--- config.mk ---
export PLATFORM = sky130hd
export DESIGN_NAME = port_cd_io
export DESIGN_NICKNAME = d
export VERILOG_FILES = /design/src/rtl/gpio_cd_pkg.sv /design/src/rtl/pin_drive.sv /design/src/rtl/pin_sync.sv /design/src/rtl/port_cd_io.sv
export VERILOG_INCLUDE_DIRS = /design/src /design/src/rtl
export SDC_FILE = /design/constraint.sdc
export NUM_CORES = 1
export LEC_CHECK = 0
export ABC_AREA = 1
export BUFFER_PORTS_ARGS = -buffer_cell sky130_fd_sc_hd__buf_2
export CAP_MARGIN = 15
export CORE_MARGIN = 5
export CORE_UTILIZATION = 55
export CTS_BUF_LIST = sky130_fd_sc_hd__clkbuf_2
export DETAILED_ROUTE_END_ITERATION = 10
export PLACE_DENSITY = 0.91
export SLEW_MARGIN = 0
export SYNTH_ARGS = -nofsm -noshare
export SYNTH_HDL_FRONTEND = slang
export SYNTH_SLANG_ARGS = --single-unit
--- constraint.sdc ---
create_clock -name i_clk -period 2.4 [get_ports i_clk]
set_input_delay 0.48 -clock i_clk [delete_from_list [all_inputs] [get_ports i_clk]]
set_output_delay 0.48 -clock i_clk [all_outputs]
set_load 0.03 [all_outputs]
--- src/rtl/gpio_cd_defs.svh ---
// Purpose: Register offsets, reset values and field positions for the port C/D block
// Assumes: APB with 32-bit data, one aligned word per register
// Notes:   Offsets are local choices, one aligned word per register
`ifndef GPIO_CD_DEFS_SVH
`define GPIO_CD_DEFS_SVH

// Register byte addresses
`define OFF_PORT_C_PIN_LEVELS    12'h000
`define OFF_PORT_C_OUTPUT_LATCH  12'h004
`define OFF_PORT_C_DIRECTION     12'h008
`define OFF_PORT_D_PIN_LEVELS    12'h00C
`define OFF_PORT_D_OUTPUT_LATCH  12'h010
`define OFF_PORT_D_DIRECTION     12'h014
`define OFF_PORT_E_DIRECTION     12'h018
`define OFF_PERIPH_CONFIG        12'h01C

// Reset values: port C/D pins all inputs, port E bits 0..2 inputs, latches clear
`define RST_DIRECTION            8'hFF
`define RST_LATCH                8'h00
`define RST_PORT_E_DIRECTION     8'h07
`define RST_PERIPH_CONFIG        8'h01

// Field positions
`define BIT_PARALLEL_SLAVE_ENABLE 4
`define BIT_SECOND_CHANNEL_SEL    0
`define BIT_PWM_MODE_LO           1

`endif

--- src/rtl/gpio_cd_pkg.sv ---
// Purpose: Types shared by the port C/D block
// Assumes: Included with gpio_cd_defs.svh for numbers
// Notes:   Types only
package gpio_cd_pkg;

   // Enhanced PWM output arrangement
   typedef enum logic [1:0]
   {
      PWM_SINGLE   = 2'b00,
      PWM_HALF     = 2'b01,
      PWM_FULL_FWD = 2'b10,
      PWM_FULL_REV = 2'b11
   } pwm_mode_t;

   // APB slave phase
   typedef enum logic [0:0]
   {
      BUS_IDLE   = 1'b0,
      BUS_ACCESS = 1'b1
   } bus_state_t;

endpackage

--- src/rtl/pin_drive.sv ---
// Purpose: Per-bit output mux and enable for one 8-bit port
// Assumes: Peripheral overrides already resolved into mask and data
// Notes:   Direction bit high means input (driver off)
`timescale 1ns/1ns
`default_nettype none

module pin_drive
(
   input  wire logic [7:0] i_latch,
   input  wire logic [7:0] i_direction,
   input  wire logic [7:0] i_ovr_en,
   input  wire logic [7:0] i_ovr_data,
   input  wire logic [7:0] i_ovr_oe,
   output logic      [7:0] o_out,
   output logic      [7:0] o_oe
);

   genvar b;

   // Peripheral owns a bit when its override is set, else latch and direction
   generate
      for (b = 0; b < 8; b++)
      begin : g_bit
         assign o_out[b] = i_ovr_en[b] ? i_ovr_data[b] : i_latch[b];
         assign o_oe[b]  = i_ovr_en[b] ? i_ovr_oe[b] : ~i_direction[b];
      end
   endgenerate

endmodule // pin_drive
`default_nettype wire

--- src/rtl/pin_sync.sv ---
// Purpose: Two-stage synchroniser for an 8-bit group of pin levels
// Assumes: Pins asynchronous to i_clk
// Notes:   First stage feeds only the second
`timescale 1ns/1ns
`default_nettype none

module pin_sync
(
   input  wire logic       i_clk,
   input  wire logic       i_rst_n,
   input  wire logic [7:0] i_pins,
   output logic      [7:0] o_levels
);

   logic [7:0] stage1;

   // Two flops so a metastable first stage never reaches software
   always_ff @(posedge i_clk or negedge i_rst_n)
   begin
      if (!i_rst_n)
      begin
         stage1   <= 8'h00;
         o_levels <= 8'h00;
      end
      else
      begin
         stage1   <= i_pins;
         o_levels <= stage1;
      end
   end

endmodule // pin_sync
`default_nettype wire

--- src/rtl/port_cd_io.sv ---
// Purpose: Port C upper bits and port D pin ownership, direction and latches
// Assumes: APB slave, zero wait states; peripherals supply their own enables
// Notes:   Serial and PWM waveform logic lives outside this block
//
// What this block does
// - Port C bit 5 output drives sync serial data out instead of latch
// - Async serial transmit drives port C bit 6 over latch when owned
// - Sync master clock output drives port C bit 6 over latch
// - Sync slave mode feeds port C bit 6 input as external clock
// - Port C bit 7 input level routes to async receive data
// - Sync transmit data drives port C bit 7 over latch
// - Port C latch register accesses stored latch, not pins
// - Port D has eight pins each with own direction
// - Port D direction one makes pin input, driver off
// - Port D direction zero drives latch bit onto pin
// - Port D latch read-modify-write uses latched value
// - PWM outputs B, C, D take over three port D pins in full-bridge modes; half-bridge takes only B on bit 5
// - After reset, PWM-shared pins are digital inputs
// - Parallel slave enable, port E direction bit 4, makes port D slave port
// - Dual or quad PWM disables parallel slave port functions
// - Second channel goes to port C bit 1 if select set, else port B bit 3
//
// The register addresses and the APB interface to the registers were decided locally.
`timescale 1ns/1ns
`default_nettype none
`include "gpio_cd_defs.svh"

module port_cd_io
(
   input  wire logic        i_clk,
   input  wire logic        i_rst_n,
   // APB
   input  wire logic        psel,
   input  wire logic        penable,
   input  wire logic        pwrite,
   input  wire logic [11:0] paddr,
   input  wire logic [31:0] pwdata,
   output logic      [31:0] prdata,
   output logic             pready,
   output logic             pslverr,
   // Port C pins, bits 7..5 and bit 1 meaningful
   input  wire logic [7:0]  i_port_c_pins,
   output logic      [7:0]  o_port_c_out,
   output logic      [7:0]  o_port_c_oe,
   // Port D pins
   input  wire logic [7:0]  i_port_d_pins,
   output logic      [7:0]  o_port_d_out,
   output logic      [7:0]  o_port_d_oe,
   // Sync serial peripheral
   input  wire logic        i_sync_serial_data_out,
   // Universal serial peripheral
   input  wire logic        i_usart_enable,
   input  wire logic        i_usart_sync,
   input  wire logic        i_usart_master,
   input  wire logic        i_usart_sync_tx,
   input  wire logic        i_usart_tx,
   input  wire logic        i_sync_serial_clock_out,
   input  wire logic        i_sync_serial_data_tx,
   output logic             o_sync_serial_clock_in,
   output logic             o_usart_rx,
   // Enhanced PWM
   input  wire logic        i_pwm_enable,
   input  wire logic [2:0]  i_pwm_bcd,
   // Parallel slave port
   input  wire logic [7:0]  i_psp_read_data,
   input  wire logic        i_psp_read_oe,
   output logic             o_parallel_slave_port_active,
   output logic             o_psp_ttl_select,
   // Second channel routing
   input  wire logic        i_second_channel_out,
   input  wire logic        i_second_channel_oe,
   output logic             o_second_channel_on_c1,
   output logic             o_port_b_bit3_out,
   output logic             o_port_b_bit3_oe
);

   ////////////////////////////////////////////////////////////////////////
   // Registers

   logic [7:0] port_c_output_latch;
   logic [7:0] port_c_direction;
   logic [7:0] port_d_output_latch;
   logic [7:0] port_d_direction;
   logic [7:0] port_e_direction;
   logic [7:0] periph_config;
   logic [7:0] port_c_levels;
   logic [7:0] port_d_levels;

   gpio_cd_pkg::pwm_mode_t pwm_mode;

   // Two-flop capture of the pins for reads
   pin_sync u_sync_c
   (
      .i_clk    (i_clk),
      .i_rst_n  (i_rst_n),
      .i_pins   (i_port_c_pins),
      .o_levels (port_c_levels)
   );

   pin_sync u_sync_d
   (
      .i_clk    (i_clk),
      .i_rst_n  (i_rst_n),
      .i_pins   (i_port_d_pins),
      .o_levels (port_d_levels)
   );

   ////////////////////////////////////////////////////////////////////////
   // APB decode; single-cycle access, no wait states

   function automatic logic hit(input logic [11:0] a, input logic [11:0] off);
      hit = (a == off);
   endfunction

   wire wr_en    = psel & penable & pwrite;
   wire wr_c_pin = wr_en & hit(paddr, `OFF_PORT_C_PIN_LEVELS);
   wire wr_c_lat = wr_en & hit(paddr, `OFF_PORT_C_OUTPUT_LATCH);
   wire wr_c_dir = wr_en & hit(paddr, `OFF_PORT_C_DIRECTION);
   wire wr_d_pin = wr_en & hit(paddr, `OFF_PORT_D_PIN_LEVELS);
   wire wr_d_lat = wr_en & hit(paddr, `OFF_PORT_D_OUTPUT_LATCH);
   wire wr_d_dir = wr_en & hit(paddr, `OFF_PORT_D_DIRECTION);
   wire wr_e_dir = wr_en & hit(paddr, `OFF_PORT_E_DIRECTION);
   wire wr_cfg   = wr_en & hit(paddr, `OFF_PERIPH_CONFIG);

   wire mapped = hit(paddr, `OFF_PORT_C_PIN_LEVELS) | hit(paddr, `OFF_PORT_C_OUTPUT_LATCH)
               | hit(paddr, `OFF_PORT_C_DIRECTION)  | hit(paddr, `OFF_PORT_D_PIN_LEVELS)
               | hit(paddr, `OFF_PORT_D_OUTPUT_LATCH) | hit(paddr, `OFF_PORT_D_DIRECTION)
               | hit(paddr, `OFF_PORT_E_DIRECTION)  | hit(paddr, `OFF_PERIPH_CONFIG);

   assign pready  = 1'b1;
   assign pslverr = psel & penable & ~mapped;

   // Read mux: pin registers give synchronised levels, latch registers the latch
   logic [7:0] rd_byte;
   always_comb
   begin
      case (paddr)
         `OFF_PORT_C_PIN_LEVELS:   rd_byte = port_c_levels;
         `OFF_PORT_C_OUTPUT_LATCH: rd_byte = port_c_output_latch;
         `OFF_PORT_C_DIRECTION:    rd_byte = port_c_direction;
         `OFF_PORT_D_PIN_LEVELS:   rd_byte = port_d_levels;
         `OFF_PORT_D_OUTPUT_LATCH: rd_byte = port_d_output_latch;
         `OFF_PORT_D_DIRECTION:    rd_byte = port_d_direction;
         `OFF_PORT_E_DIRECTION:    rd_byte = port_e_direction;
         `OFF_PERIPH_CONFIG:       rd_byte = periph_config;
         default:                  rd_byte = 8'h00;
      endcase
   end
   assign prdata = {24'h000000, rd_byte};

   ////////////////////////////////////////////////////////////////////////
   // Register writes; both data and latch addresses land in the latch

   always_ff @(posedge i_clk or negedge i_rst_n)
   begin
      if (!i_rst_n)
      begin
         port_c_output_latch <= `RST_LATCH;
         port_d_output_latch <= `RST_LATCH;
      end
      else
      begin
         if (wr_c_pin | wr_c_lat)
            port_c_output_latch <= pwdata[7:0];
         if (wr_d_pin | wr_d_lat)
            port_d_output_latch <= pwdata[7:0];
      end
   end

   // Port C/D directions reset to all-input so shared pins come up as inputs; port E direction to 0x07
   always_ff @(posedge i_clk or negedge i_rst_n)
   begin
      if (!i_rst_n)
      begin
         port_c_direction <= `RST_DIRECTION;
         port_d_direction <= `RST_DIRECTION;
         port_e_direction <= `RST_PORT_E_DIRECTION;
         periph_config    <= `RST_PERIPH_CONFIG;
      end
      else
      begin
         if (wr_c_dir)
            port_c_direction <= pwdata[7:0];
         if (wr_d_dir)
            port_d_direction <= pwdata[7:0];
         if (wr_e_dir)
            port_e_direction <= pwdata[7:0];
         if (wr_cfg)
            periph_config <= pwdata[7:0];
      end
   end

   assign pwm_mode = gpio_cd_pkg::pwm_mode_t'(periph_config[`BIT_PWM_MODE_LO +: 2]);

   ////////////////////////////////////////////////////////////////////////
   // Port C ownership for bits 5..7

   wire usart_async  = i_usart_enable & ~i_usart_sync;
   wire usart_smastr = i_usart_enable & i_usart_sync & i_usart_master;
   wire usart_sslave = i_usart_enable & i_usart_sync & ~i_usart_master;
   wire c5_sdo_own   = ~port_c_direction[5];
   wire c6_own       = usart_async | usart_smastr;
   wire c6_data      = usart_async ? i_usart_tx : i_sync_serial_clock_out;
   wire c6_oe        = usart_smastr | ~port_c_direction[6];
   wire c7_own       = i_usart_enable & i_usart_sync & i_usart_sync_tx;

   // Second channel pin select
   wire ch2_on_c1 = periph_config[`BIT_SECOND_CHANNEL_SEL];

   wire [7:0] c_ovr_en   = {c7_own, c6_own, c5_sdo_own, 3'b000, ch2_on_c1, 1'b0};
   wire [7:0] c_ovr_data = {i_sync_serial_data_tx, c6_data, i_sync_serial_data_out,
                            3'b000, i_second_channel_out, 1'b0};
   wire [7:0] c_ovr_oe   = {1'b1, c6_oe, 1'b1, 3'b000, i_second_channel_oe, 1'b0};

   pin_drive u_drive_c
   (
      .i_latch     (port_c_output_latch),
      .i_direction (port_c_direction),
      .i_ovr_en    (c_ovr_en),
      .i_ovr_data  (c_ovr_data),
      .i_ovr_oe    (c_ovr_oe),
      .o_out       (o_port_c_out),
      .o_oe        (o_port_c_oe)
   );

   // Inputs to the serial peripheral come from synchronised levels
   assign o_sync_serial_clock_in = (usart_sslave & port_c_direction[6]) ? port_c_levels[6] : 1'b0;
   assign o_usart_rx             = port_c_direction[7] ? port_c_levels[7] : 1'b1;

   // Alternate second channel location
   assign o_second_channel_on_c1 = ch2_on_c1;
   assign o_port_b_bit3_out      = ch2_on_c1 ? 1'b0 : i_second_channel_out;
   assign o_port_b_bit3_oe       = ~ch2_on_c1 & i_second_channel_oe;

   ////////////////////////////////////////////////////////////////////////
   // Port D ownership: PWM beats parallel slave beats latch

   wire multi_pwm = i_pwm_enable & (pwm_mode != gpio_cd_pkg::PWM_SINGLE);
   wire psp_on    = port_e_direction[`BIT_PARALLEL_SLAVE_ENABLE] & ~multi_pwm;
   wire [7:0] pwm_own;

   // Half-bridge uses only B; full-bridge uses B, C and D
   assign pwm_own = {multi_pwm & pwm_mode != gpio_cd_pkg::PWM_HALF,
                     multi_pwm & pwm_mode != gpio_cd_pkg::PWM_HALF,
                     multi_pwm, 5'b00000};

   wire [7:0] d_ovr_en   = pwm_own | {8{psp_on}};
   wire [7:0] d_ovr_data = pwm_own[5] ? {i_pwm_bcd, i_psp_read_data[4:0]} : i_psp_read_data;
   wire [7:0] d_pwm_oe   = pwm_own & ~port_d_direction;
   wire [7:0] d_ovr_oe   = (pwm_own & d_pwm_oe) | (~pwm_own & {8{psp_on & i_psp_read_oe}});

   pin_drive u_drive_d
   (
      .i_latch     (port_d_output_latch),
      .i_direction (port_d_direction),
      .i_ovr_en    (d_ovr_en),
      .i_ovr_data  ({pwm_own[7] ? i_pwm_bcd[2] : d_ovr_data[7],
                     pwm_own[6] ? i_pwm_bcd[1] : d_ovr_data[6],
                     pwm_own[5] ? i_pwm_bcd[0] : d_ovr_data[5],
                     d_ovr_data[4:0]}),
      .i_ovr_oe    (d_ovr_oe),
      .o_out       (o_port_d_out),
      .o_oe        (o_port_d_oe)
   );

   assign o_parallel_slave_port_active = psp_on;
   assign o_psp_ttl_select             = psp_on;

   ////////////////////////////////////////////////////////////////////////
   // Checks

   chk_d_dir_input: assert property (@(posedge i_clk) disable iff (!i_rst_n)
      (port_d_direction[0] & ~psp_on) |-> !o_port_d_oe[0])
      else $error("port D bit 0 driven while input");

   chk_d_latch_out: assert property (@(posedge i_clk) disable iff (!i_rst_n)
      (!port_d_direction[1] & ~psp_on) |-> (o_port_d_oe[1] && o_port_d_out[1] == port_d_output_latch[1]))
      else $error("port D bit 1 not driving latch");

   chk_latch_write: assert property (@(posedge i_clk) disable iff (!i_rst_n)
      wr_d_pin |=> port_d_output_latch == $past(pwdata[7:0]))
      else $error("port D latch missed write");

   chk_c_latch_read: assert property (@(posedge i_clk) disable iff (!i_rst_n)
      (psel && paddr == `OFF_PORT_C_OUTPUT_LATCH) |-> prdata[7:0] == port_c_output_latch)
      else $error("port C latch read wrong");

   chk_d_pin_read: assert property (@(posedge i_clk) disable iff (!i_rst_n)
      (psel && paddr == `OFF_PORT_D_PIN_LEVELS) |-> prdata[7:0] == $past(i_port_d_pins, 2))
      else $error("port D pin read not synchronised level");

   chk_sdo_owns: assert property (@(posedge i_clk) disable iff (!i_rst_n)
      !port_c_direction[5] |-> o_port_c_out[5] == i_sync_serial_data_out)
      else $error("bit 5 not driven by serial data");

   chk_tx_owns: assert property (@(posedge i_clk) disable iff (!i_rst_n)
      usart_async |-> o_port_c_out[6] == i_usart_tx)
      else $error("bit 6 not driven by transmit");

   chk_clk_master: assert property (@(posedge i_clk) disable iff (!i_rst_n)
      usart_smastr |-> (o_port_c_oe[6] && o_port_c_out[6] == i_sync_serial_clock_out))
      else $error("bit 6 not driven by master clock");

   chk_rx_route: assert property (@(posedge i_clk) disable iff (!i_rst_n)
      port_c_direction[7] |-> o_usart_rx == port_c_levels[7])
      else $error("receive input not routed");

   chk_psp_disable: assert property (@(posedge i_clk) disable iff (!i_rst_n)
      (i_pwm_enable && pwm_mode != gpio_cd_pkg::PWM_SINGLE) |-> !(o_parallel_slave_port_active || o_psp_ttl_select))
      else $error("slave port active with multi PWM");

   chk_reset_inputs: assert property (@(posedge i_clk)
      $rose(i_rst_n) |-> o_port_d_oe[7:5] == 3'b000)
      else $error("PWM pins not inputs after reset");

endmodule // port_cd_io
`default_nettype wire

# Word-level counts from Yosys, hierarchy flattened
# Index checks and enable logic that the tools add are counted.
# classes
muxes	33
n_bitwise	61
eq_ne	8
n_reduce_logical	2
# op_table
op	count
8-bit one-hot mux with 8 select lines	1
12-bit by 5-bit == test with 1-bit output (second input constant)	4
1-bit two-way mux	31
8-bit bitwise AND	3
12-bit by 4-bit == test with 1-bit output (second input constant)	2
1-bit bitwise AND	22
1-bit inverter	21
8-bit inverter	2
8-bit OR	2
12-bit by 3-bit == test with 1-bit output (second input constant)	1
12-bit zero test	1
1-bit OR	11
8-bit two-way mux	1
2-bit by 1-bit inequality test with 1-bit output (second input constant)	1
2-bit nonzero test	1
# totals
register_bits	80

# Longest topological paths before layout
# Gate-level depths: netlist (run 1).
# logic_depth
ltp_word	10
ltp_mapped	10

# By module
# A second synthesis (run 1) with hierarchy kept.
# unflattened
cells_unflattened	549
hier_area_um2	4357.9
# modules_own_cells
mod	area_per_inst_um2	cells_per_inst	n_inst	seq_area_each_um2
port_cd_io	3176.8	421	1	1226.2
pin_sync	400.4	16	2	400.4
pin_drive	190.2	48	2	0.0

# Least setup slack after synthesis (run 1)
# OpenSTA, ideal clock, no wires.
# synth_timing
path_type	input to output
startpoint	input i_pwm_enable
endpoint	output o_port_d_oe[0]
arrival_ns	1.717
setup_slack_ns	0.203
cell_stages	5
path_cell_list	o21ai_2 -> nand2_1 -> inv_2 -> buf_2 -> o21ai_0
# synth_between
elab_chain_len	7
# synth_lines
element	line	text
start, declared	port_cd_io.sv:62	input wire logic i_pwm_enable,
1-bit bitwise AND *	port_cd_io.sv:238	wire multi_pwm = i_pwm_enable & (pwm_mode != gpio_cd_pkg::PWM_SINGLE);
1-bit inverter *	port_cd_io.sv:239	wire psp_on = port_e_direction[`BIT_PARALLEL_SLAVE_ENABLE] & ~multi_pwm;
1-bit bitwise AND *	port_cd_io.sv:239	
named net o_parallel_slave_port_active	port_cd_io.sv:67	output logic o_parallel_slave_port_active,
1-bit bitwise AND	port_cd_io.sv:250	wire [7:0] d_ovr_oe = (pwm_own & d_pwm_oe) | (~pwm_own & {8{psp_on & i_psp_read_oe}});
8-bit bitwise AND	port_cd_io.sv:250	
8-bit OR	port_cd_io.sv:250	
1-bit two-way mux *	pin_drive.sv:25	assign o_oe[b] = i_ovr_en[b] ? i_ovr_oe[b] : ~i_direction[b];
end, declared	port_cd_io.sv:48	output logic [7:0] o_port_d_oe,
# Mark *: on every way through the listed nets, which the timed path passes. The rest lies on a longest branch.

# Worst setup path after layout (run 1)
# layout_timing
startpoint	register periph_config[2]
endpoint	output o_port_d_out[6]
# layout_between
elab_chain_len	6
# layout_lines
element	line	text
start, declared	port_cd_io.sv:85	logic [7:0] periph_config;
start signal, assigned	port_cd_io.sv:178	periph_config <= `RST_PERIPH_CONFIG;
start signal, assigned	port_cd_io.sv:189	periph_config <= pwdata[7:0];
2-bit nonzero test	port_cd_io.sv:238	
1-bit bitwise AND	port_cd_io.sv:238	
1-bit inverter	port_cd_io.sv:239	
1-bit bitwise AND	port_cd_io.sv:239	
8-bit OR	port_cd_io.sv:247	wire [7:0] d_ovr_en = pwm_own | {8{psp_on}};
1-bit two-way mux *	pin_drive.sv:24	assign o_out[b] = i_ovr_en[b] ? i_ovr_data[b] : i_latch[b];
end, declared	port_cd_io.sv:47	output logic [7:0] o_port_d_out,
# Mark *: on every way between the ends. The rest lies on a longest branch, timed or not.

==> out/metrics.yaml, run 1 <==
die:
  die_y_um: 97.5
  start_util_pct: 57.1
  fp.dieW_um: 97.5
  io_pins: 161
  core_area_um2: 7370
  dieArea_um2: 9500
  num_rows: 31
worst_setup_path:
  path_class: "register to primary output"
  start_kind: "register"
  arrival_ps: 1860
  critPathCaptureType: "primary output"
  cp.required_ps: 1920
  crit_fanout: 4
finish:
  fill_cells: 587
  final_common_cell: "nand2_1"
  layout-drive-gt1-share_pct: 36.7
  n_antenna_cell: 0
  layout_common_cells: "nand2_1, buf_2, dfrtp_1, nand3_1, nor2_1"
  nets: 704
  syn2layout_area_growth_pct: 19.1
  layout.cells.non_filler: 720
  final_core_util_pct: 68.0
logic_synthesis:
  yosys_warnings: 0
  syn_area_um2: 4210
  synth_area_leaders: "dfrtp_1, nand2_1, dfstp_2"
  synth-adder-area-share_pct: 0
  ys_types: 25
  seq_area_frac_synth_pct: 48.2
  synthCells: 496
  yosys.area.top_type: "dfrtp_1"
  synthXorXnorAreaFrac_pct: 0
  muxShareOfSynthArea_pct: 0.268
  synth-seq-cells: 80
  synth_compound_area_share_pct: 10.4
  synth_top_family_by_area: "simple AND/OR/NAND/NOR gates"
  synth_top_area_share_pct: 35.7
  syn_area_per_cell_um2: 8.48
  synth_simple_gate_area_share_pct: 29.9
global_route:
  grt_overflow: 0
  grt_usage_pct: 21.9
  grt_pass1_vias: 3548
  grt_pass1_wl_um: 16800
  grt_max_degree: 48
  grt_antenna_before_repair: 0
cts:
  clock-sinks: 80
  cts_buffer_depth: 2
  clock_latency_ps: 520
  cts_tree: "yes"
  h-tree-depth: 3
  cts_made_buffers: 9
  clockRootBuffer: "clkbuf_2"
  cts.clk_slew.worst_paths_ps: 230
sta:
  worstMarginPinSlew_ps: 573
  slew_headroom_pct: 61.8
  period_needed_ps: 2340
  finalHoldViolCount: 0
  fin_skew_ps: 7.20
  rsz0062_at_grt: "true"
  setup_violations: 0
  fmaxAchievable_mhz: 427
  post-route-period-util_pct: 97.5
  slew_viol_final: 0
detailed_routing:
  vias: 3761
  drc: 0
  wl_per_cell_um: 14.7
  drt_iter0_drc: 297
  firstDrtPassIters: 5
  drt_wl_total_um: 10600
  ant_nets: 0
  via_per_inst: 5.22
power_and_ir_drop:
  power_density_nw_per_um2: 467
  total_power_uw: 2340
  leakagePower_uw: 0.00277
  vdd_ir_drop_max_mv: 0.404
place:
  portBuffers: 111
  gp_congestion: 0.909
  dp.cells: 691
  hpwl_um: 7670
min_path:
  hp-class: "input port to register"
outcome:
  status: "finished clean"
flow_run:
  max-cap-violations: 0
-- report_power, final --
group	total (µW)	switching (µW)	internal, µW
Clock	702	452	250
Combinational	248	176	71.8
Sequential	1390	9.66	1380
Total	2340	638	1700
-- kinds of logic (layout without fill, tap and decap cells) --
kind of cell | after synthesis | in the layout
DFF | 80 | 80
AOI/OAI and AO/OA | 65 | 65
other | 2 | 25
muxes | 1 | 1
buffers and inverters | 81 | 183
and+or+nand+nor | 267 | 267
-- stage by stage --
step / setup TNS [ps] / hold WS (ps) / worst slack (ps) / area (µm²)
after floorplan: 0 / 184 / 203 / 4290
after global placement: 0 / 334 / 128 / 4720
after detailed placement: 0 / 335 / 85.3 / 4720
after CTS: 0 / 7.91 / 33.0 / 4890
after global routing: -36.2 / 14.5 / -17.9 / 5010
final: 0 / 53.4 / 59.3 / 5010
-- critical path, cell delays in order (launching register included) --
cell     delay, ps
dfrtp_2        480
o21ai_4        190
nand2_4         90
nand2_1        130
nor2_1          60
a21oi_1        140
buf_2          220
-- cell usage after synthesis --
cell type,number
dfstp_2,20
nand3_1,40
nor3_1,1
buf_4,32
buf_6,5
nand2_2,10
o21ai_2,29
nor2_8,5
nand3_2,1
a31oi_1,2
buf_2,6
nor2_1,31
o21ai_1,21
nor2_4,4
nor2_2,3
conb_1,2
a21oi_1,3
mux2_2,1
inv_2,9
inv_1,28
o21ai_0,10
nand2_4,7
clkbuf_1,1
dfrtp_1,60
nand2_1,165
-- layer usage --
metal | track usage (%) | up-vias | wire, µm
met4 | 12.2 | 0 | 405
met1 | 26.8 | 1719 | 4180
met3 | 5.38 | 41 | 979
met2 | 35.3 | 241 | 5020
met5 | 0 | - | 0
li1 | - | 1760 | -
-- final cells by class --
class / instances / area [µm²] / share of cell area, %
repair buffers: 130 / 783 / 15.6
clock buffers: 11 / 55.1 / 1.10
flip-flops and latches: 80 / 2030 / 40.5
inverters: 37 / 141 / 2.82
well taps: 99 / 124 / 2.47
clock inverters: 5 / 57.6 / 1.15
multi-input cells: 358 / 1820 / 36.3
-- registers in the layout, summed over array words and instances (netlist names) --
register / flops
port_d_direction: 8
u_sync_c.stage1: 8
port_c_output_latch: 8
port_d_output_latch: 8
port_e_direction: 8
periph_config: 8
u_sync_d.o_levels: 8
u_sync_d.stage1: 8
u_sync_c.o_levels: 8
port_c_direction: 8
-- path summary, 6_finish.rpt --
check	from	end	slack [ps]	cells after the start
hold reg to reg	u_sync_d.stage1[6]	u_sync_d.o_levels[6]	370	0
setup reg to reg	periph_config[0]	periph_config[0]	1530	2
min in group asynchronous	i_rst_n	port_c_output_latch[7]	470	2
max in group asynchronous	i_rst_n	port_e_direction[1]	1270	3
setup / recovery	periph_config[2]	o_port_d_out[6]	60	6
hold / removal	i_port_c_pins[4]	u_sync_c.stage1[4]	50	1
-- timing repair --
action,in CTS,in global routing
endpoints found under the hold margin,38,9
pin swaps,1,0
gates resized for setup,9,13
hold buffers,1,9
buffers inserted,3,0
endpoints found under the setup margin,17,20
No activity file was read; power rests on OpenSTA's default activity.
==> run 2: changes to the inputs <==
SYNTH_HIERARCHICAL = 1   (was not set)
==> run 2 against run 1 <==
Against the previous run: combinational power increased by 20%; the run now ends with negative setup slack left; worst hold slack got worse by 8.8 ps; utilization up 1.2 points; final cell count up 12%; sequential power about the same.
==> out/metrics.yaml, run 2 <==
logic_synthesis:
  yosysMostFrequentCell: "nand2_1"
  synth-edff-count: 0  # unchanged
  syn_area_per_cell_um2: 7.94  # -6.4%
  yosys_warnings: 6  # +6
  yosys.area.top_type: "dfrtp_1"
  synth-seq-cells: 80  # unchanged
  synthArstFlopShare_pct: 100  # unchanged
  synthCells: 549  # +11%
  syn_area_um2: 4360  # +3.6%
  synth_top_area_share_pct: 34.5  # -1.2 points
  seq_area_frac_synth_pct: 46.5  # -1.7 points
  synthFlopType: "dfrtp_1"
  ys_types: 22  # -12%
  synth_common_cells: "nand2_1, dfrtp_1, o21ai_1, inv_1, nand3_1"
  synth_area_leaders: "dfrtp_1, nand2_1, dfstp_2"
place:
  placed_area_um2: 5020  # +6.4%
  portBuffers: 111  # unchanged
  gp_congestion: 0.855  # -5.9%
  hpwl_um: 7770  # +1.3%
global_route:
  grt_max_degree: 81  # +69%
  grt_pass1_vias: 3756  # +5.9%
  grt_antenna_before_repair: 0  # unchanged
  grt_pass1_wl_um: 17000  # +1.5%
  grt_usage_pct: 21.6  # -0.29 points
  grt_overflow: 0  # unchanged
detailed_routing:
  via_per_inst: 4.83  # -7.5%
  ant_nets: 0  # unchanged
  vias: 3910  # +4.0%
  drc: 0  # unchanged
  drt_iter0_drc: 280  # -5.7%
  wl_per_cell_um: 13.1  # -11%
  drt_wl_total_um: 10600  # +0.31%
  firstDrtPassIters: 5  # unchanged
cts:
  clockRootBuffer: "clkbuf_2"
  cts.clk_slew.worst_paths_ps: 230  # about the same
  clock-sinks: 80  # unchanged
  clock_latency_ps: 540  # +20 ps
  cts_buffer_depth: 2  # unchanged
  h-tree-depth: 3  # unchanged
  cts_tree: "yes"
  cts_made_buffers: 9  # unchanged
power_and_ir_drop:
  power_density_nw_per_um2: 450  # -3.7%
  vdd_ir_drop_max_mv: 0.416  # +3.0%
  total_power_uw: 2400  # +2.7%
  leakagePower_uw: 0.00297  # +7.0%
sta:
  period_needed_ps: 2400  # +61.7 ps
  finalHoldViolCount: 0  # unchanged
  post-route-period-util_pct: 100  # +2.6 points
  setup_violations: 1  # +1
  fin_ws_ps: -2.37  # -61.7 ps
  fmaxAchievable_mhz: 416  # -2.6%
  slew_viol_final: 0  # unchanged
  rsz0062_at_grt: "true"
  fin_skew_ps: 25.0  # +17.8 ps
worst_setup_path:
  start_kind: "register"
  arrival_ps: 1920  # +60 ps
  cp.required_ps: 1920  # about the same
  critical_path_buf_inv_count: 3  # +2
  critPathCaptureType: "primary output"
  path_class: "register to primary output"
  path_depth: 8  # +2
  r2r_cells: 2  # unchanged
  critPathMaxStageDelay_ps: 470  # about the same
  path_cells: "o21ai_2 > inv_2 > nor2_4 > nand2_4 > inv_2 > nand2_1 > o21ai_1 > buf_4"
  cp_slowest_cell: "dfrtp_1"
  path_delay_family: "flip-flops"
  crit_fanout: 5  # +1
  crit_top_cell: "inv_2"
finish:
  syn2layout_area_growth_pct: 22.6
  layout-drive-gt1-share_pct: 31.0  # -5.7 points
  n_antenna_cell: 0  # unchanged
  layout_common_cells: "nand2_1, buf_2, dfrtp_1, conb_1, o21ai_1"
  stdcell_area_um2: 5340  # +6.6%
  final_common_cell: "nand2_1"
  nets: 790  # +12%
die:
  num_rows: 32  # +3.2%
  dieArea_um2: 9800  # +3.2%
  start_util_pct: 56.4  # -0.70 points
  die_y_um: 99.0  # +1.6%
  io_pins: 161  # unchanged
  fp.dieW_um: 99.0  # +1.6%
  core_area_um2: 7730  # +4.9%
flow_run:
  max-cap-violations: 0  # unchanged
min_path:
  hold_depth: 1  # unchanged
  hp-class: "input port to register"
outcome:
  violations: "negative setup slack"
  status: "finished with violations"
==> run 2: through the flow <==
step	hold slack (ps)	setup TNS (ps)	setup slack (ps)	utilization, %	instances
6_report	44.6	-2.37	-2.37	69.1	809
3_3_place_gp	333	0	136	64.9	779
5_1_grt	2.87	-1300	-115	69.1	809
4_1_cts	9.20	-1.53	-1.53	67.8	803
3_5_place_dp	335	0	79.2	64.9	779
2_1_floorplan	184	-71.8	-16.2	-	598
==> run 2: metal layers <==
layer	GRT usage, %	routed length [µm]
met4	8.72	219
met1	26.4	4220
met2	36.6	5160
met5	0	0
met3	5.31	1010
==> run 2: worst register-to-register path, cell delays in order (launching register included) <==
cell and delay (ps):
dfstp_2 670, nand2_1 90, o21ai_2 70
==> run 2: worst paths after layout <==
check / start / end / slack [ps]
min: i_port_c_pins[1] / u_sync_c/stage1[1] / 40
max: periph_config[1] / o_port_d_oe[1] / -2
max in group asynchronous: i_rst_n / port_d_direction[1] / 1560
max reg2reg: periph_config[0] / periph_config[0] / 1520
min in group asynchronous: i_rst_n / u_sync_c/stage1[6] / 440
min reg2reg: u_sync_c/stage1[7] / u_sync_c/o_levels[7] / 360
==> run 2: final cells by class <==
class	instances	area [µm²]
inverters	50	188
multi-input cells	430	2080
clock inverters	7	71.3
well taps	102	128
fillers	616	2380
clock buffers	9	45.0
repair buffers	131	803
flip-flops and latches	80	2030
==> run 2: what timing repair did <==
item                                    4_1_cts  5_1_grt
setup buffers                                 2        3
hold buffers                                  6        3
resized for setup                            16       15
cloned                                        0        0
endpoints found under the setup margin       15       24
hold endpoints to repair                     65        3
pin swaps                                     0        2
==> run 2: power by group <==
group,internal [µW],leakage (µW),switching [µW]
Clock,241,0.0000676,474
Combinational,86.0,0.00193,212
Sequential,1380,0.000970,9.05
==> run 2: logic make-up (layout without fill, tap and decap cells) <==
family / Yosys count / in the layout / synth area share, %
AOI/OAI and AO/OA: 72 / 72 / 9.73
DFF: 80 / 80 / 46.5
other: 2 / 51 / 0.172
buffers and inverters: 88 / 197 / 10.9
muxes: 1 / 1 / 0.258
and+or+nand+nor: 306 / 306 / 32.4
==> run 3: changes to the inputs <==
TNS_END_PERCENT = 10   (was not set)
==> run 3 against run 2 <==
Against the previous run: the flow now finishes without violations; sequential power about the same; combinational power hardly changed; clock skew is 3.5 ps lower; wire length down 0.54%; critical endpoint is now o_port_d_oe[7]; largest cell class unchanged; highest routed layer unchanged.
==> out/metrics.yaml, run 3 (same netlist as run 2, synthesis figures left out) <==
worst_setup_path:
  arrival_ps: 1900  # -20 ps
  rr_endpoint: "periph_config[0]"
  path_class: "register to primary output"
  critical_path_buf_inv_count: 2  # -1
  crit_fanout: 5  # unchanged
  cp.required_ps: 1920  # about the same
  reg2reg_from: "periph_config[0]"
  r2r_cells: 2  # unchanged
  critPathMaxStageDelay_ps: 470  # about the same
  cp_slowest_cell: "dfrtp_1"
  path_delay_family: "flip-flops"
  path_cells: "o21ai_2 > inv_2 > nor2_4 > nand2_2 > o21ai_0 > nand2_1 > o21ai_1 > buf_4"
  critPathCaptureType: "primary output"
  start_kind: "register"
  rrSetupSlack_ps: 1520  # about the same
global_route:
  grt_usage_pct: 21.5  # -0.045 points
  grt_overflow: 0  # unchanged
  grt_max_degree: 81  # unchanged
  grtUsageMet1_pct: 26.4  # unchanged
  grt_pass1_vias: 3744  # -0.32%
  busiest_layer: "met2"
  grt_antenna_before_repair: 0  # unchanged
  grtUsageMet2_pct: 36.5  # -0.10 points
  use_met3_pct: 5.24  # -0.071 points
  grt_pass1_wl_um: 17000  # -0.24%
sta:
  fmaxAchievable_mhz: 420  # +1.0%
  rsz0062_at_grt: "true"
  fin_skew_ps: 21.5  # -3.49 ps
  setup_tns_ps: 0  # +2.37 ps
  setup_violations: 0  # -1
  slew_viol_final: 0  # unchanged
  period_needed_ps: 2380  # -24.1 ps
  fin_ws_ps: 21.7  # +24.1 ps
  finalHoldViolCount: 0  # unchanged
  post-route-period-util_pct: 99.1  # -1.0 points
place:
  hpwl_um: 7770  # unchanged
  gp_congestion: 0.855  # unchanged
  pre_cts_ws_ps: 79.2  # unchanged
  portBuffers: 111  # unchanged
finish:
  seqCellArea_um2: 2030  # unchanged
  multi_input_area_um2: 2080  # -0.24%
  fill_cells: 616  # unchanged
  final_common_cell: "nand2_1"
  layout-drive-gt1-share_pct: 31.0  # unchanged
  syn2layout_area_growth_pct: 22.3
  layout_common_cells: "nand2_1, buf_2, dfrtp_1, conb_1, o21ai_1"
  n_antenna_cell: 0  # unchanged
  nets: 790  # unchanged
die:
  fp.dieW_um: 99.0  # unchanged
  io_pins: 161  # unchanged
  dieArea_um2: 9800  # unchanged
  num_rows: 32  # unchanged
  die_y_um: 99.0  # unchanged
  core_area_um2: 7730  # unchanged
  start_util_pct: 56.4  # unchanged
cts:
  cts_made_buffers: 9  # unchanged
  clock_latency_ps: 520  # -20 ps
  cts_tree: "yes"
  clockRootBuffer: "clkbuf_2"
  h-tree-depth: 3  # unchanged
  cts.clk_slew.worst_paths_ps: 230  # about the same
  cts_buffer_depth: 2  # unchanged
  clock-sinks: 80  # unchanged
detailed_routing:
  firstDrtPassIters: 5  # unchanged
  wl_per_cell_um: 13.0  # -0.54%
  drt_wl_total_um: 10600  # -0.54%
  drt_iter0_drc: 252  # -10%
  vias: 3942  # +0.82%
  drc: 0  # unchanged
  via_per_inst: 4.87  # +0.82%
  ant_nets: 0  # unchanged
min_path:
  hold_depth: 1  # unchanged
  min_delay_worst_endpoint: "u_sync_c/stage1[1]"
  hp-class: "input port to register"
  hp-start: "i_port_c_pins[1]"
power_and_ir_drop:
  total_power_uw: 2400  # -0.29%
  leakagePower_uw: 0.00296  # -0.34%
  power_density_nw_per_um2: 449  # about the same
  vdd_ir_drop_max_mv: 0.416  # -0.13%
flow_run:
  max-cap-violations: 0  # unchanged
outcome:
  status: "finished clean"
run 3: cell counts in the layout (fill, tap and decap cells not counted):
Identical to the previous run, type by type.
run 3: worst max-delay path by stage:
stage                           from               to  slack (ps)  depth (start not counted)
floorplan           periph_config[1]   o_port_d_oe[0]         -20                          7
global placement            paddr[0]        prdata[2]         140                         11
detailed placement          paddr[0]        prdata[0]          80                         11
CTS                 periph_config[1]  o_port_d_out[7]          -2                          7
global route        periph_config[2]   o_port_d_oe[1]        -130                          8
finish              periph_config[1]   o_port_d_oe[7]          20                          8
run 3: what timing repair did:
action,in CTS,in global routing
gates resized for setup,16,12
setup buffers,2,3
setup endpoints to repair,15,24
pin swaps,0,2
endpoints found under the hold margin,65,3
hold buffers,6,3
run 3: area by class of cell:
| class | count | share of cell area (%) |
|---|---|---|
| Clock buffer | 9 | 0.845 |
| Clock inverter | 7 | 1.34 |
| Inverter | 50 | 3.52 |
| Multi-Input combinational cell | 430 | 39.0 |
| Sequential cell | 80 | 38.0 |
| Tap cell | 102 | 2.39 |
| Timing Repair Buffer | 131 | 14.9 |
run 3: worst reg2reg max path, delay by kind of cell, from the launching register on:
kind               cells  cell delay (ps)
AOI/OAI and AO/OA      1               70
and+or+nand+nor        1               90
DFF                    1              670
run 3: where the power goes:
group	total (µW)	switching (µW)	leakage [µW]	internal, µW
Sequential	1390	8.91	0.000970	1380
Clock	709	468	0.0000676	241
Combinational	297	211	0.00192	85.9
run 3: metal layers:
metal | vias to the layer above | part of all wire (%)
li1 | 1948 | -
met1 | 1773 | 39
met2 | 200 | 49
met3 | 21 | 9.8
met4 | 0 | 1.8
met5 | - | 0
run 3: metrics by stage:
stage	util (%)	std cells	hold slack (ps)	cell area (µm²)
floorplan	-	598	184	4550
global placement	64.9	779	333	5020
detailed placement	64.9	779	335	5020
CTS	67.8	803	9.20	5240
global route	69.0	809	2.87	5330
finish	69.0	809	61.0	5330
